<file path="config.mk">
export PLATFORM = sky130hd
export DESIGN_NAME = nvp_top
export DESIGN_NICKNAME = d
export VERILOG_FILES = /design/src/verilog/nvp_pkg.sv /design/src/verilog/nvp_top.sv
export SDC_FILE = /design/constraint.sdc
export NUM_CORES = 1
export LEC_CHECK = 0
export BUFFER_PORTS_ARGS = -buffer_cell sky130_fd_sc_hd__buf_4
export CAP_MARGIN = 20
export CORE_MARGIN = 1
export CORE_UTILIZATION = 36
export CTS_CLUSTER_DIAMETER = 40
export DETAILED_ROUTE_END_ITERATION = 12
export PLACE_DENSITY_LB_ADDON = 0.1
export SETUP_SLACK_MARGIN = 0.2
export SKIP_LAST_GASP = 1
export SYNTH_ARGS = -nofsm -noshare
export SYNTH_HDL_FRONTEND = slang
export SYNTH_SLANG_ARGS = --single-unit
</file>
<file path="constraint.sdc">
create_clock -name i_clk_sys -period 3 [get_ports i_clk_sys]
set_input_delay 0.3 -clock i_clk_sys [delete_from_list [all_inputs] [get_ports i_clk_sys]]
set_output_delay 0.3 -clock i_clk_sys [all_outputs]
set_load 0.02 [all_outputs]
</file>
<file path="src/verilog/nvp_pkg.sv">
/*
  Package for the nonvolatile clock and EEPROM paging block: register map,
  field positions, reset values, sizes and the structs on its ports.
  Assumes a 32-bit AXI4-Lite register bus and an 8-bit register file.
*/
`default_nettype none
package nvp_pkg;
  // Bus and map sizes
  localparam int unsigned AXI_AW   = 12;
  localparam int unsigned FG_AW    = 10;          // foreground EEPROM window
  localparam int unsigned PH_AW    = 11;          // whole EEPROM array
  localparam int unsigned SEC_AW   = 8;           // 8-byte sectors in array
  localparam int unsigned PULSE_W  = 16;
  // Register byte offsets
  localparam logic [AXI_AW-1:0] OFS_CLKDIV = 12'h000;
  localparam logic [AXI_AW-1:0] OFS_CONFIG = 12'h004;
  localparam logic [AXI_AW-1:0] OFS_OPTION = 12'h008;
  localparam logic [AXI_AW-1:0] OFS_STATUS = 12'h00c;
  // Field positions
  localparam int unsigned BIT_LOADED   = 7;       // clock divider
  localparam int unsigned BIT_PRESCALE = 6;
  localparam int unsigned BIT_PAGE_SEL = 6;       // config
  localparam int unsigned BIT_SEC_MODE = 5;       // option
  localparam int unsigned BIT_BUSY     = 0;       // status
  localparam int unsigned BIT_REFUSED  = 1;
  // Reset values and constants
  localparam logic [6:0] CLKDIV_RST   = 7'h00;
  localparam logic [2:0] PRESCALE_MAX = 3'h7;     // divide by 8
  localparam logic [7:0] ERASE_ALL    = 8'hff;
  localparam logic [1:0] RESP_OKAY    = 2'h0;
  localparam logic [1:0] RESP_SLVERR  = 2'h2;

  // EEPROM access toward the array
  typedef struct packed {
    logic             valid;
    logic             write;
    logic [PH_AW-1:0] addr;
  } nvp_access_t;

  // Sector erase toward the array
  typedef struct packed {
    logic              valid;
    logic [SEC_AW-1:0] sector;
    logic [7:0]        byte_mask;
  } nvp_erase_t;
endpackage
`default_nettype wire

</file>
<file path="src/verilog/nvp_top.sv">
/*
  Nonvolatile clock divider with write-once setup, operation gate and
  pulse timer, plus EEPROM page mapping and sector erase scope.
  Assumes one 200 MHz clock, a synchronous reset, and that the option byte
  input is stable while reset is held.
*/
// Implementation choices: the AXI4-Lite interface to the registers and the register offsets.
// What this block does
// - Only one half of the EEPROM array is reachable through the memory map at any time.
// - The page-select bit picks which half is foreground and reachable.
// - Two sector mapping modes, 4-byte and 8-byte, chosen by the sector-mode bit.
// - With sector mode 0 each 8-byte sector has four bytes per page at the same addresses.
// - In 4-byte mode a sector erase clears all eight bytes of the sector.
// - With sector mode 1 each whole 8-byte sector lies in one page.
// - In 8-byte mode a sector erase clears only the addressed foreground sector.
// - The loaded flag in bit 7 clears at reset and sets on the first divider write.
// - Divider bits 6..0 are always readable and take only the first write after reset.
// - Erase and program operations are refused until the loaded flag is set.
// - The prescale bit feeds the divider with the bus clock over 8, else undivided.
// - The prescaler output is divided by the 6-bit divisor plus one.
// - Each timing pulse lasts exactly one period of the timing clock.
// - Each operation is timed as a whole number of timing pulses.
// - The working option register is loaded from the option byte during reset.
`timescale 1ns/1ps
`default_nettype none
module nvp_top (
  // Clock and reset
  input  wire logic                          i_clk_sys,
  input  wire logic                          i_srst,
  // AXI4-Lite write channels
  input  wire logic [nvp_pkg::AXI_AW-1:0]    i_awaddr,
  input  wire logic                          i_awvalid,
  output logic                               o_awready,
  input  wire logic [31:0]                   i_wdata,
  input  wire logic [3:0]                    i_wstrb,
  input  wire logic                          i_wvalid,
  output logic                               o_wready,
  output logic [1:0]                         o_bresp,
  output logic                               o_bvalid,
  input  wire logic                          i_bready,
  // AXI4-Lite read channels
  input  wire logic [nvp_pkg::AXI_AW-1:0]    i_araddr,
  input  wire logic                          i_arvalid,
  output logic                               o_arready,
  output logic [31:0]                        o_rdata,
  output logic [1:0]                         o_rresp,
  output logic                               o_rvalid,
  input  wire logic                          i_rready,
  // Option byte from flash
  input  wire logic [7:0]                    i_option_byte,
  // CPU access to the EEPROM window
  input  wire logic                          i_ee_req,
  input  wire logic                          i_ee_write,
  input  wire logic [nvp_pkg::FG_AW-1:0]     i_ee_addr,
  output nvp_pkg::nvp_access_t               o_ee_access,
  // Sector erase request from the sequencer
  input  wire logic                          i_erase_req,
  input  wire logic [nvp_pkg::FG_AW-1:0]     i_erase_addr,
  output nvp_pkg::nvp_erase_t                o_erase,
  // Operation start and timing toward the sequencer
  input  wire logic                          i_op_start,
  input  wire logic [nvp_pkg::PULSE_W-1:0]   i_op_pulses,
  output logic                               o_op_refused,
  output logic                               o_op_busy,
  output logic                               o_op_done,
  output logic                               o_nvm_tick
);
  import nvp_pkg::*;

  logic                   loaded_q;
  logic [6:0]             clkdiv_q;
  logic                   page_sel_q;
  logic [7:0]             option_q;
  logic                   refused_q;
  logic [AXI_AW-1:0]      awaddr_q;
  logic [31:0]            wdata_q;
  logic [3:0]             wstrb_q;
  logic                   aw_held_q;
  logic                   w_held_q;
  logic                   do_write;
  logic                   wr_clkdiv;
  logic                   wr_config;
  logic                   wr_status;
  logic                   wr_mapped;
  logic [2:0]             pre_q;
  logic                   pre_en;
  logic [5:0]             div_q;
  logic                   tick;
  logic [PULSE_W-1:0]     remain_q;
  logic                   sec_mode;
  logic                   op_refuse;
  logic [31:0]            rd_word;
  logic                   rd_mapped;

  assign sec_mode = option_q[BIT_SEC_MODE];

  // Write decode; a write fires once address and data are both held
  assign do_write  = aw_held_q && w_held_q && !o_bvalid;
  assign wr_clkdiv = do_write && (awaddr_q == OFS_CLKDIV);
  assign wr_config = do_write && (awaddr_q == OFS_CONFIG);
  assign wr_status = do_write && (awaddr_q == OFS_STATUS);
  assign wr_mapped = wr_clkdiv || wr_config || wr_status || (awaddr_q == OFS_OPTION);

  // Address and data channels taken in either order, one write in flight
  always_ff @(posedge i_clk_sys) begin
    if (i_srst) begin
      aw_held_q <= 1'b0;
      w_held_q  <= 1'b0;
      awaddr_q  <= '0;
      wdata_q   <= '0;
      wstrb_q   <= '0;
      o_awready <= 1'b0;
      o_wready  <= 1'b0;
    end else begin
      o_awready <= !aw_held_q && !(o_awready && i_awvalid);
      o_wready  <= !w_held_q && !(o_wready && i_wvalid);
      if (o_awready && i_awvalid) begin
        aw_held_q <= 1'b1;
        awaddr_q  <= i_awaddr;
      end else if (do_write) begin
        aw_held_q <= 1'b0;
      end
      if (o_wready && i_wvalid) begin
        w_held_q <= 1'b1;
        wdata_q  <= i_wdata;
        wstrb_q  <= i_wstrb;
      end else if (do_write) begin
        w_held_q <= 1'b0;
      end
    end
  end

  // Write response; unmapped offsets answer with a slave error
  always_ff @(posedge i_clk_sys) begin
    if (i_srst) begin
      o_bvalid <= 1'b0;
      o_bresp  <= RESP_OKAY;
    end else if (do_write) begin
      o_bvalid <= 1'b1;
      o_bresp  <= wr_mapped ? RESP_OKAY : RESP_SLVERR;
    end else if (i_bready) begin
      o_bvalid <= 1'b0;
    end
  end

  // Divider register is write once so runaway code cannot retime pulses
  always_ff @(posedge i_clk_sys) begin
    if (i_srst) begin
      loaded_q <= 1'b0;
      clkdiv_q <= CLKDIV_RST;
    end else if (wr_clkdiv && !loaded_q) begin
      loaded_q <= 1'b1;
      if (wstrb_q[0]) begin
        clkdiv_q <= wdata_q[6:0];
      end
    end
  end

  // Page select, freely writable by software
  always_ff @(posedge i_clk_sys) begin
    if (i_srst) begin
      page_sel_q <= 1'b0;
    end else if (wr_config && wstrb_q[0]) begin
      page_sel_q <= wdata_q[BIT_PAGE_SEL];
    end
  end

  always_ff @(posedge i_clk_sys) begin
    if (i_srst) begin
      option_q <= i_option_byte;
    end
  end

  // Refused flag is sticky; a new refusal beats a clear in the same cycle
  assign op_refuse = i_op_start && !loaded_q;
  always_ff @(posedge i_clk_sys) begin
    if (i_srst) begin
      refused_q <= 1'b0;
    end else if (op_refuse) begin
      refused_q <= 1'b1;
    end else if (wr_status && wstrb_q[0] && wdata_q[BIT_REFUSED]) begin
      refused_q <= 1'b0;
    end
  end

  // Read mux; reserved bits read as zero
  always_comb begin
    rd_word   = '0;
    rd_mapped = 1'b1;
    unique case (i_araddr)
      OFS_CLKDIV: rd_word[7:0] = {loaded_q, clkdiv_q};
      OFS_CONFIG: rd_word[BIT_PAGE_SEL] = page_sel_q;
      OFS_OPTION: rd_word[7:0] = option_q;
      OFS_STATUS: begin
        rd_word[BIT_BUSY]    = o_op_busy;
        rd_word[BIT_REFUSED] = refused_q;
      end
      default: rd_mapped = 1'b0;
    endcase
  end

  // Read channel, data one cycle after the address is taken
  always_ff @(posedge i_clk_sys) begin
    if (i_srst) begin
      o_arready <= 1'b0;
      o_rvalid  <= 1'b0;
      o_rdata   <= '0;
      o_rresp   <= RESP_OKAY;
    end else begin
      o_arready <= !o_rvalid && !(o_arready && i_arvalid);
      if (o_arready && i_arvalid) begin
        o_rvalid <= 1'b1;
        o_rdata  <= rd_word;
        o_rresp  <= rd_mapped ? RESP_OKAY : RESP_SLVERR;
      end else if (i_rready) begin
        o_rvalid <= 1'b0;
      end
    end
  end

  assign pre_en = !clkdiv_q[BIT_PRESCALE] || (pre_q == PRESCALE_MAX);
  always_ff @(posedge i_clk_sys) begin
    if (i_srst || !loaded_q) begin
      pre_q <= '0;
    end else begin
      pre_q <= pre_q + 3'h1;
    end
  end

  assign tick = loaded_q && pre_en && (div_q == clkdiv_q[5:0]);
  always_ff @(posedge i_clk_sys) begin
    if (i_srst || !loaded_q) begin
      div_q <= '0;
    end else if (tick) begin
      div_q <= '0;
    end else if (pre_en) begin
      div_q <= div_q + 6'h01;
    end
  end

  always_ff @(posedge i_clk_sys) begin
    if (i_srst) begin
      o_nvm_tick <= 1'b0;
    end else begin
      o_nvm_tick <= tick;
    end
  end

  // Operation timer; a zero count still takes one whole pulse
  always_ff @(posedge i_clk_sys) begin
    if (i_srst) begin
      o_op_busy    <= 1'b0;
      o_op_done    <= 1'b0;
      o_op_refused <= 1'b0;
      remain_q     <= '0;
    end else begin
      o_op_done    <= 1'b0;
      o_op_refused <= op_refuse;
      if (i_op_start && loaded_q && !o_op_busy) begin
        o_op_busy <= 1'b1;
        remain_q  <= i_op_pulses;
      end else if (o_op_busy && tick) begin
        if (remain_q <= 16'h0001) begin
          o_op_busy <= 1'b0;
          o_op_done <= 1'b1;
        end else begin
          remain_q <= remain_q - 16'h0001;
        end
      end
    end
  end

  always_ff @(posedge i_clk_sys) begin
    if (i_srst) begin
      o_ee_access <= '0;
    end else begin
      o_ee_access.valid <= i_ee_req;
      o_ee_access.write <= i_ee_write;
      if (sec_mode) begin
        o_ee_access.addr <= {page_sel_q, i_ee_addr};
      end else begin
        o_ee_access.addr <= {i_ee_addr[FG_AW-1:2], page_sel_q, i_ee_addr[1:0]};
      end
    end
  end

  // Erase scope; refused erases never reach the array
  always_ff @(posedge i_clk_sys) begin
    if (i_srst) begin
      o_erase <= '0;
    end else begin
      o_erase.valid     <= i_erase_req && loaded_q;
      o_erase.byte_mask <= ERASE_ALL;
      if (sec_mode) begin
        o_erase.sector <= {page_sel_q, i_erase_addr[FG_AW-1:3]};
      end else begin
        o_erase.sector <= i_erase_addr[FG_AW-1:2];
      end
    end
  end
endmodule // nvp_top
`default_nettype wire

</file>
==> flow_summary.toml, run 1 <==
[cts]
post_cts_buffers = 0
clk_pin_slew_ns = 0.07
cts_buffers = 9
holdBufCountCts = 0
cts.htree.levels = 3
clk_latency_ns = 0.35
cts_buffer_depth = 2
clockRootBuffer = "clkbuf_16"
tritoncts = "done"
cts_resized = 0
numClockSinks = 107

[die]
core.rowCount = 41
dieHeight_um = 115.4
die-area_um2 = 13320
core_area_um2 = 12570
io-pin-count = 190
start_util_pct = 36.85
die_w_um = 115.4

[global_routing]
first_global_vias = 3420
antenna_found_initial = 0
grt_max_degree = 66
grt_pass1_wl_um = 16550
overflow = 0
track_usage_pct = 15.93

[placed_design]
place_ws_ns = 0.5245
gp_congestion = 0.8314
io_buffers = 133
hpwlAfterDp_um = 7606
numPlacedInstances = 786

[synthesis]
synth_edf_count = 8
netlist_instances = 509
ys_ff_latch = 107
yosysTopAreaCell = "dfxtp_1"
ys_async_sr_fraction_pct = 0
yosysWarnings = 0
synth_cell_types = 51
seq_area_frac_synth_pct = 47.97
synth-main-ff-cell = "dfxtp_1"
synth.top_cells.by_area = "dfxtp_1 (43%), mux2i_1 (6.9%), buf_4 (5.5%), edfxtp_1 (5.2%), a21oi_1 (5.1%)"
synth_top_cell_area_share_pct = 42.79
synthesis.area_um2 = 4632
avgSynthCellArea_um2 = 9.100

[timing]
tightest_slew_ns = 0.8761
skew_ns = 0.006492
slew_headroom_pct = 41.59
finalCritPeriodShare_pct = 82.52
setup_tns_ns = 0
setup_slack_ns = 0.5244
period_minus_slack_ns = 2.476
final-max-slew-violation-count = 0
rsz0062_at_grt = "no"
setup_viol = 0
fmax_mhz = 403.9
final-hold-violation-count = 0

[detailed_routing]
drc = 0
drt_wl_total_um = 10500
viasPerCell = 4.660
firstDrtPassIters = 4
drt_iter0_markers = 150
drtAntennaViolNets = 0
vias = 3737
wire_per_inst_um = 13.09

[pwr]
power_uw = 2957
p_leak_uw = 0.002487
vdd_ir_drop_max_v = 0.0003245
p_per_area_nw_per_um2 = 505.0

[setup_path]
crit_fanout = 16
crit_chain = "ha_1 -> ha_1 -> nand2b_1 -> nand3_1 -> or4_4 -> or2_1 -> o311ai_1 -> a21oi_1"
crit_type = "flop to flop"
cp_top_family = "simple AND/OR/NAND/NOR gates"
cpMostUsedCell = "ha_1"
critPathArrivalTime_ns = 2.70
slowest_stage = "or4_4"
cp-end-kind = "flop"
cpPeakStageDelay_ns = 0.57
cp-start-kind = "flop"
crit_required_ns = 3.23
critPathBufInv = 0
r2r_setup_slack_ns = 0.52

[cells_and_area]
multiInputGateArea_um2 = 2074
drive_above_1_share_pct = 25.87
regArea_um2 = 2222
fin_cells = 802
nets = 745
fill_cells = 1291
syn_to_final_growth_pct = 26.42
diodes = 0

[run_status]
status = "finished, final reports clean"

[hold_path]
holdCritPathClass = "input pin to flop"

[job]
drv_cap = 0
==> power by group <==
part / switching [uW] / total, uW / internal (uW)
sequential: 33.9 / 1530 / 1490
combinational: 186 / 351 / 165
clock: 516 / 1080 / 566
==> registers in the layout (all words and copies together), names as in the netlist, 3 cells and up <==
signal	count
o_rdata	8
o_ee_access	13
div_q	6
remain_q	16
pre_q	3
clkdiv_q	7
awaddr_q	12
o_erase	10
option_q	8
wdata_q	7
==> layer usage <==
layer | vias up | GRT usage, % | part of all wire [%]
met3 | 8 | 5.021 | 6.0
met1 | 1709 | 19.88 | 46
met5 | - | 0 | 0
met4 | 0 | 4.848 | 1.3
met2 | 104 | 26.27 | 47
li1 | 1916 | - | -
==> layout make-up <==
type | instances | area share, %
Clock inverter | 4 | 0.5128
Sequential cell | 107 | 37.95
Tap cell | 172 | 3.675
Clock buffer | 12 | 4.038
Inverter | 9 | 0.5769
Multi-Input combinational cell | 359 | 35.43
Timing Repair Buffer | 139 | 17.82
==> worst reg2reg max path, stage by stage (launching register included) <==
cell and delay (ns):
dfxtp_1 0.34, ha_1 0.15, ha_1 0.13, nand2b_1 0.24, nand3_1 0.13, or4_4 0.57
or2_1 0.39, o311ai_1 0.31, a21oi_1 0.10
==> metrics by stage <==
step | utilization (%) | cell area (um2) | hold slack [ns]
detailed placement | 44.47 | 5589 | 0.4169
finish | 46.59 | 5856 | 0.1249
floorplan | - | 4726 | 0.3984
CTS | 46.59 | 5856 | 0.1086
global route | 46.59 | 5856 | 0.1048
global placement | 44.47 | 5589 | 0.4088
==> cell usage after synthesis, types with 7 or more instances <==
| library cell | number |
|---|---|
| a21oi_1 | 47 |
| buf_4 | 34 |
| clkbuf_1 | 13 |
| dfxtp_1 | 99 |
| edfxtp_1 | 8 |
| inv_1 | 9 |
| mux2i_1 | 32 |
| nand2_1 | 57 |
| nand3_1 | 7 |
| nor2_1 | 62 |
| nor3_1 | 19 |
| o21ai_0 | 13 |
| xnor2_1 | 14 |
==> final timing paths <==
path                  startpoint                       end  cells after the start
max          pre_q[0]$_SDFF_PP0_  remain_q[5]$_SDFFE_PP0P_                      8
min             i_option_byte[0]     option_q[0]$_DFFE_PP_                      1
max reg2reg  pre_q[0]$_SDFF_PP0_  remain_q[5]$_SDFFE_PP0P_                      8
min reg2reg  pre_q[0]$_SDFF_PP0_       pre_q[0]$_SDFF_PP0_                      1
==> cells by family (layout without fill, tap and decap cells) <==
group	Yosys count	after routing	synth area share [%]
flip-flops	107	107	47.97
adder cells (fa/ha/maj)	5	5	1.351
buffers and inverters	68	164	9.265
multiplexers	32	32	6.915
AND/OR/NAND/NOR	195	195	20.80
other	1	26	0.08096
XOR/XNOR	19	19	3.593
AO/OA/AOI/OAI	82	82	10.02
==> cells in the final DEF, fill, tap and decap left out, drive strengths merged, types with 5 or more instances in the layout <==
| cell type | count |
|---|---|
| nand2 | 57 |
| conb | 26 |
| and2 | 5 |
| inv | 9 |
| clkbuf | 12 |
| nor4 | 11 |
| o21ai | 13 |
| nor3 | 19 |
| nand2b | 5 |
| ha | 5 |
| mux2i | 32 |
| nor2b | 6 |
| nand3 | 7 |
| dfxtp | 99 |
| a31oi | 5 |
| a21oi | 47 |
| xnor2 | 14 |
| buf | 139 |
| xor2 | 5 |
| edfxtp | 8 |
| nor2 | 62 |
Note: power is estimated with default switching activity, not from simulation.
==> run 2: changes to the inputs <==
ABC_AREA = 1   (was unset)
clock period = 2.2 ns   (was 3 ns; I/O delays follow)
==> run 2 against run 1 <==
Clock skew rose by 0.00065 ns. Sequential power rose by 37%. Synthesized cell count rose by 32%. Flip-flop and latch count did not move. Combinational power rose by 56%. Via count rose by 20%. Worst hold slack got worse by 0.073 ns. Cell area rose by 6.8%. Critical endpoint is now remain_q[0]$_SDFFE_PP0P_. Highest routed layer unchanged.
==> flow_summary.toml, run 2 <==
[detailed_routing]
viasPerCell = 4.571
drc = 0
vias = 4466
drt_iter0_markers = 184
wire_per_inst_um = 12.00
drt_wl_total_um = 11720
firstDrtPassIters = 4
drtAntennaViolNets = 0

[setup_path]
cp-end-kind = "flop"
rr_worst_depth = 12
crit_type = "flop to flop"
r2r_setup_slack_ns = 0.38
cpPeakStageDelay_ns = 0.32
crit_required_ns = 2.47
crit_fanout = 10
r2r_start = "pre_q[0]$_SDFF_PP0_"
crit_chain = "ha_1 -> ha_1 -> inv_1 -> nand2_2 -> nand2_1 -> nor2_1 -> nand2_1 -> nor2_4 -> nand2_2 -> buf_4 -> nand3_1 -> a21oi_2"
cp_top_family = "simple AND/OR/NAND/NOR gates"
cp-start-kind = "flop"
critPathArrivalTime_ns = 2.08
slowest_stage = "dfxtp_1"
critPathBufInv = 2
r2r_end = "remain_q[0]$_SDFFE_PP0P_"

[cts]
cts.htree.levels = 3
clk_pin_slew_ns = 0.07
clockRootBuffer = "clkbuf_16"
numClockSinks = 107
cts_buffer_depth = 2
tritoncts = "done"
cts_buffers = 9
clk_latency_ns = 0.34

[die]
die-area_um2 = 14120
core_area_um2 = 13300
die_w_um = 118.8
dieHeight_um = 118.8
io-pin-count = 190
start_util_pct = 36.95
core.rowCount = 42

[synthesis]
synth_cell_types = 35
yosysWarnings = 0
netlist_instances = 674
ys_ff_latch = 107
ys_async_sr_fraction_pct = 0
synthesis.area_um2 = 4912
synth_edf_count = 8
synth-main-ff-cell = "dfxtp_1"
seq_area_frac_synth_pct = 45.24
yosysTopAreaCell = "dfxtp_1"
yosysMostFrequentCell = "nor2_1"
ys_top_cells_by_count = "nor2_1 (148), nand2_1 (112), dfxtp_1 (99)"
synth_top_cell_area_share_pct = 40.35
synth.top_cells.by_area = "dfxtp_1 (40%), nor2_1 (11%), nand2_1 (8.6%), o21ai_0 (6.3%), buf_4 (5.2%)"
avgSynthCellArea_um2 = 7.288

[timing]
period_minus_slack_ns = 1.815
final-max-slew-violation-count = 0
setup_viol = 0
final-hold-violation-count = 0
rsz0062_at_grt = "no"
fmax_mhz = 550.8
finalCritPeriodShare_pct = 82.52
hold_slack_ns = 0.05162
skew_ns = 0.007145
setup_tns_ns = 0

[cells_and_area]
syn_to_final_growth_pct = 27.25
fill_cells = 1386
multiInputGateArea_um2 = 2223
drive_above_1_share_pct = 22.22
layout_commonest_cell = "nor2_1"
largest_reg_flops = 16
fin_area_um2 = 6251
fin_cells = 977
regArea_um2 = 2223
mostFrequentLayoutCells = "nor2_1 (148), buf_4 (142), nand2_1 (112)"
top_regs = "remain_q (16), o_ee_access (13), awaddr_q (12)"
nets = 917
diodes = 0
largest_register = "remain_q"

[hold_path]
holdCritStartpoint = "i_option_byte[5]"
whs_path_depth = 1
holdCritPathClass = "input pin to flop"
hold_end = "option_q[5]$_DFFE_PP_"

[job]
drv_cap = 0

[placed_design]
io_buffers = 133
postPlaceCellArea_um2 = 5933
numPlacedInstances = 961
gp_congestion = 0.8475
hpwlAfterDp_um = 8713

[global_routing]
top_usage_layer = "met2"
gr-usage-met1_pct = 22.30
track_usage_pct = 17.27
overflow = 0
met3_usage_pct = 6.657
antenna_found_initial = 0
grt_max_degree = 37
grt_pass1_wl_um = 19490
met2_usage_pct = 27.23
first_global_vias = 4123

[pwr]
power_uw = 4267
p_leak_uw = 0.002871
vdd_ir_drop_max_v = 0.0004470
p_per_area_nw_per_um2 = 682.6

[run_status]
status = "finished, final reports clean"
run 2: changes by cell type after synthesis, sizes merged, moves of 5 or more:
cell    before  now
o21ai       13   62
a21oi       47   34
nor2        62  154
nand2       57  115
nor4        11    0
and2         5    0
nand2b       5    0
o211ai       1    6
nor2b        6    0
nand3        7   43
mux2i       32    1
inv          9   55
nor3        19    8
xnor2       14    4
run 2: cell families (layout without fill, tap and decap cells):
| group | after synthesis | count (layout) | share of synthesized area, % |
|---|---|---|---|
| and+or+nand+nor | 334 | 334 | 28.81 |
| buffers and inverters | 113 | 215 | 11.59 |
| DFF | 107 | 107 | 45.24 |
| AOI/OAI and AO/OA | 104 | 104 | 11.21 |
| xor gates and xnor gates | 9 | 9 | 1.605 |
| adders and majority gates | 5 | 5 | 1.274 |
| other | 1 | 26 | 0.07634 |
| muxes | 1 | 1 | 0.2038 |
run 2: layout make-up:
type / count / share of cell area (%)
Sequential cell: 107 / 35.57
Multi-Input combinational cell: 479 / 35.57
Timing Repair Buffer: 142 / 17.05
Clock buffer: 11 / 4.043
Tap cell: 176 / 3.523
Inverter: 58 / 3.483
Clock inverter: 4 / 0.7606
run 2: per-stage QoR:
stage | setup WS (ns) | utilization [%]
after detailed placement | 0.3402 | 44.63
after global placement | 0.3789 | 44.63
after floorplan | 0.5758 | -
after global routing | 0.2316 | 47.02
final | 0.3846 | 47.02
after CTS | 0.3183 | 46.89
run 2: worst max-delay path by stage:
stage / from / endpoint / slack (ns) / cells past startpoint
after floorplan: pre_q[0]$_SDFF_PP0_ / remain_q[8]$_SDFFE_PP0P_ / 0.58 / 12
after global placement: pre_q[0]$_SDFF_PP0_ / remain_q[9]$_SDFFE_PP0P_ / 0.38 / 13
after detailed placement: pre_q[0]$_SDFF_PP0_ / remain_q[5]$_SDFFE_PP0P_ / 0.34 / 13
after CTS: pre_q[0]$_SDFF_PP0_ / remain_q[5]$_SDFFE_PP0P_ / 0.32 / 13
after global routing: pre_q[0]$_SDFF_PP0_ / remain_q[4]$_SDFFE_PP0P_ / 0.23 / 13
final: pre_q[0]$_SDFF_PP0_ / remain_q[0]$_SDFFE_PP0P_ / 0.38 / 12
run 2: timing repair:
| item | 4_1_cts | 5_1_grt |
|---|---|---|
| hold buffers | 0 | 0 |
| gates resized for setup | 0 | 2 |
| endpoints found under the setup margin | 0 | 8 |
| buffers inserted | 0 | 1 |
run 2: power breakdown:
part | internal, uW | leakage [uW] | switching (uW)
Combinational | 236 | 0.00183 | 311
Sequential | 2050 | 0.000889 | 43.7
Clock | 938 | 0.000152 | 687
Total | 3230 | 0.00287 | 1040
run 2: layer usage:
| metal | wire (um) | part of all wire (%) | vias up |
|---|---|---|---|
| li1 | - | - | 2339 |
| met1 | 5569 | 48 | 1985 |
| met2 | 5145 | 44 | 136 |
| met3 | 907 | 7.7 | 6 |
| met4 | 101 | 0.86 | 0 |
| met5 | 0 | 0 | - |
==> run 3: changes to the inputs <==
clock period = 1.6 ns   (was 2.2 ns; I/O delays follow)
==> run 3 against run 2 <==
The run now ends with negative setup slack left. Cell area increased by 9.3%. Flip-flop and latch count did not move. Worst hold slack lost 0.036 ns. Combinational power is 50% higher. First-iteration DRC count is 24% higher. Fmax is 12% higher. Non-clock buffer count increased by 44. Sequential share of layout area fell by 2.9 points. Clock power up 31%. Total power is 37% higher.
==> flow_summary.toml, run 3 (synthesis gave the netlist of run 2 again) <==
[timing]
period_minus_slack_ns = 1.620
finalCritPeriodShare_pct = 101.3
skew_ns = 0.007456
setup_slack_ns = -0.02017
final-max-slew-violation-count = 0
rsz0062_at_grt = "yes"
final-hold-violation-count = 0
hold_slack_ns = 0.01597
setup_viol = 6
fmax_mhz = 617.2

[placed_design]
hpwlAfterDp_um = 9179
io_buffers = 133
gp_congestion = 0.8402
place_ws_ns = -0.03709

[setup_path]
crit_required_ns = 1.82
critPathArrivalTime_ns = 1.84
crit_type = "flop to flop"
r2r_start = "pre_q[0]$_SDFF_PP0_"
r2r_setup_slack_ns = -0.02
rr_worst_depth = 12
cp-start-kind = "flop"
crit_fanout = 5
cp-end-kind = "flop"
setup.worst_path.start = "pre_q[0]$_SDFF_PP0_"

[global_routing]
overflow = 0
grt_pass1_wl_um = 21240
track_usage_pct = 18.80
antenna_found_initial = 0
grt_max_degree = 45
first_global_vias = 4574

[job]
drv_cap = 0

[cells_and_area]
largest_register = "remain_q"
diodes = 0
drive_above_1_share_pct = 30.11
mostFrequentLayoutCells = "buf_4 (170), nor2_1 (137), nand2_1 (107)"
syn_to_final_growth_pct = 39.05
largest_reg_flops = 16
nets = 962
layout_commonest_cell = "buf_4"
top_regs = "remain_q (16), o_ee_access (13), awaddr_q (12)"

[detailed_routing]
drc = 0
vias = 4720
wire_per_inst_um = 12.56
drt_wl_total_um = 12850
drt_iter0_markers = 228
viasPerCell = 4.614
drtAntennaViolNets = 0
firstDrtPassIters = 4

[cts]
numClockSinks = 107
clockRootBuffer = "clkbuf_16"
clk_pin_slew_ns = 0.07
cts_buffer_depth = 2
cts_buffers = 9
clk_latency_ns = 0.35
cts.htree.levels = 3
tritoncts = "done"

[run_status]
failed_checks = "negative setup slack"
status = "finished, violations left"

[hold_path]
holdCritStartpoint = "i_ee_req"
whs_path_depth = 3
holdCritPathClass = "input pin to flop"

[die]
core.rowCount = 42
die-area_um2 = 14120
die_w_um = 118.8
dieHeight_um = 118.8
io-pin-count = 190
core_area_um2 = 13300
start_util_pct = 36.95

[pwr]
p_per_area_nw_per_um2 = 854.5
vdd_ir_drop_max_v = 0.0004540
p_leak_uw = 0.003129
==> run 3: changes by cell type in the layout (fill, tap and decap cells not counted), sizes merged <==
cell / before / now
bufinv: 1 / 0
clkinv: 4 / 5
clkinvlp: 0 / 2
nand2: 115 / 116
inv: 57 / 58
dlygate4sd3: 0 / 10
buf: 142 / 175
clkbuf: 11 / 10
==> run 3: worst max-delay path, stage by stage, from the launching register on <==
cell	delay, ns
dfxtp_2	0.35
ha_4	0.13
ha_4	0.13
inv_4	0.03
nand2_4	0.05
nand2_2	0.04
nor2_1	0.08
nand2_1	0.09
nor2_4	0.14
nand2_4	0.13
clkbuf_16	0.19
nand3_1	0.08
a21oi_2	0.06
==> run 3: stage by stage <==
stage	instance area (um2)	power (uW)	instances	setup TNS (ns)	util (%)
global placement	6167	3711	986	-0.05618	46.39
global route	6830	6123	1023	-1.648	51.37
CTS	6645	5895	1016	0	49.98
detailed placement	6167	3725	986	-0.1637	46.39
finish	6830	5836	1023	-0.05872	51.37
floorplan	5059	3401	699	0	-
==> run 3: repair_timing <==
item | CTS | global route
pin swaps | 4 | 14
setup endpoints to repair | 30 | 33
hold endpoints to repair | 10 | 0
hold buffers | 10 | 0
gates cloned | 1 | 2
gates resized for setup | 25 | 41
setup buffers | 3 | 5
==> run 3: layer usage <==
metal	share of wire [%]	routed length, um	track usage, %
met1	46	5961	24.00
met2	45	5776	29.90
met3	7.2	921	5.364
met4	1.5	193	7.358
met5	0	0	0
==> run 3: final timing paths <==
kind                                     end
setup / recovery    remain_q[0]$_SDFFE_PP0P_
hold / removal    o_ee_access[12]$_SDFF_PP0_
setup reg to reg    remain_q[0]$_SDFFE_PP0P_
hold reg to reg          pre_q[0]$_SDFF_PP0_
==> run 3: report_power, final <==
group / switching, uW / internal [uW] / leakage, uW
Combinational: 449 / 369 / 0.00210
Sequential: 69.4 / 2820 / 0.000891
Clock: 1060 / 1070 / 0.000134
Total: 1580 / 4260 / 0.00313
==> run 3: area by class of cell <==
type                            count  area, um2
Fill cell                        1304       6465
Multi-Input combinational cell    480       2415
Sequential cell                   107       2230
Timing Repair Buffer              186       1461
Inverter                           58      227.7
Clock buffer                        9      225.2
Tap cell                          176      220.2
Clock inverter                      7      51.30
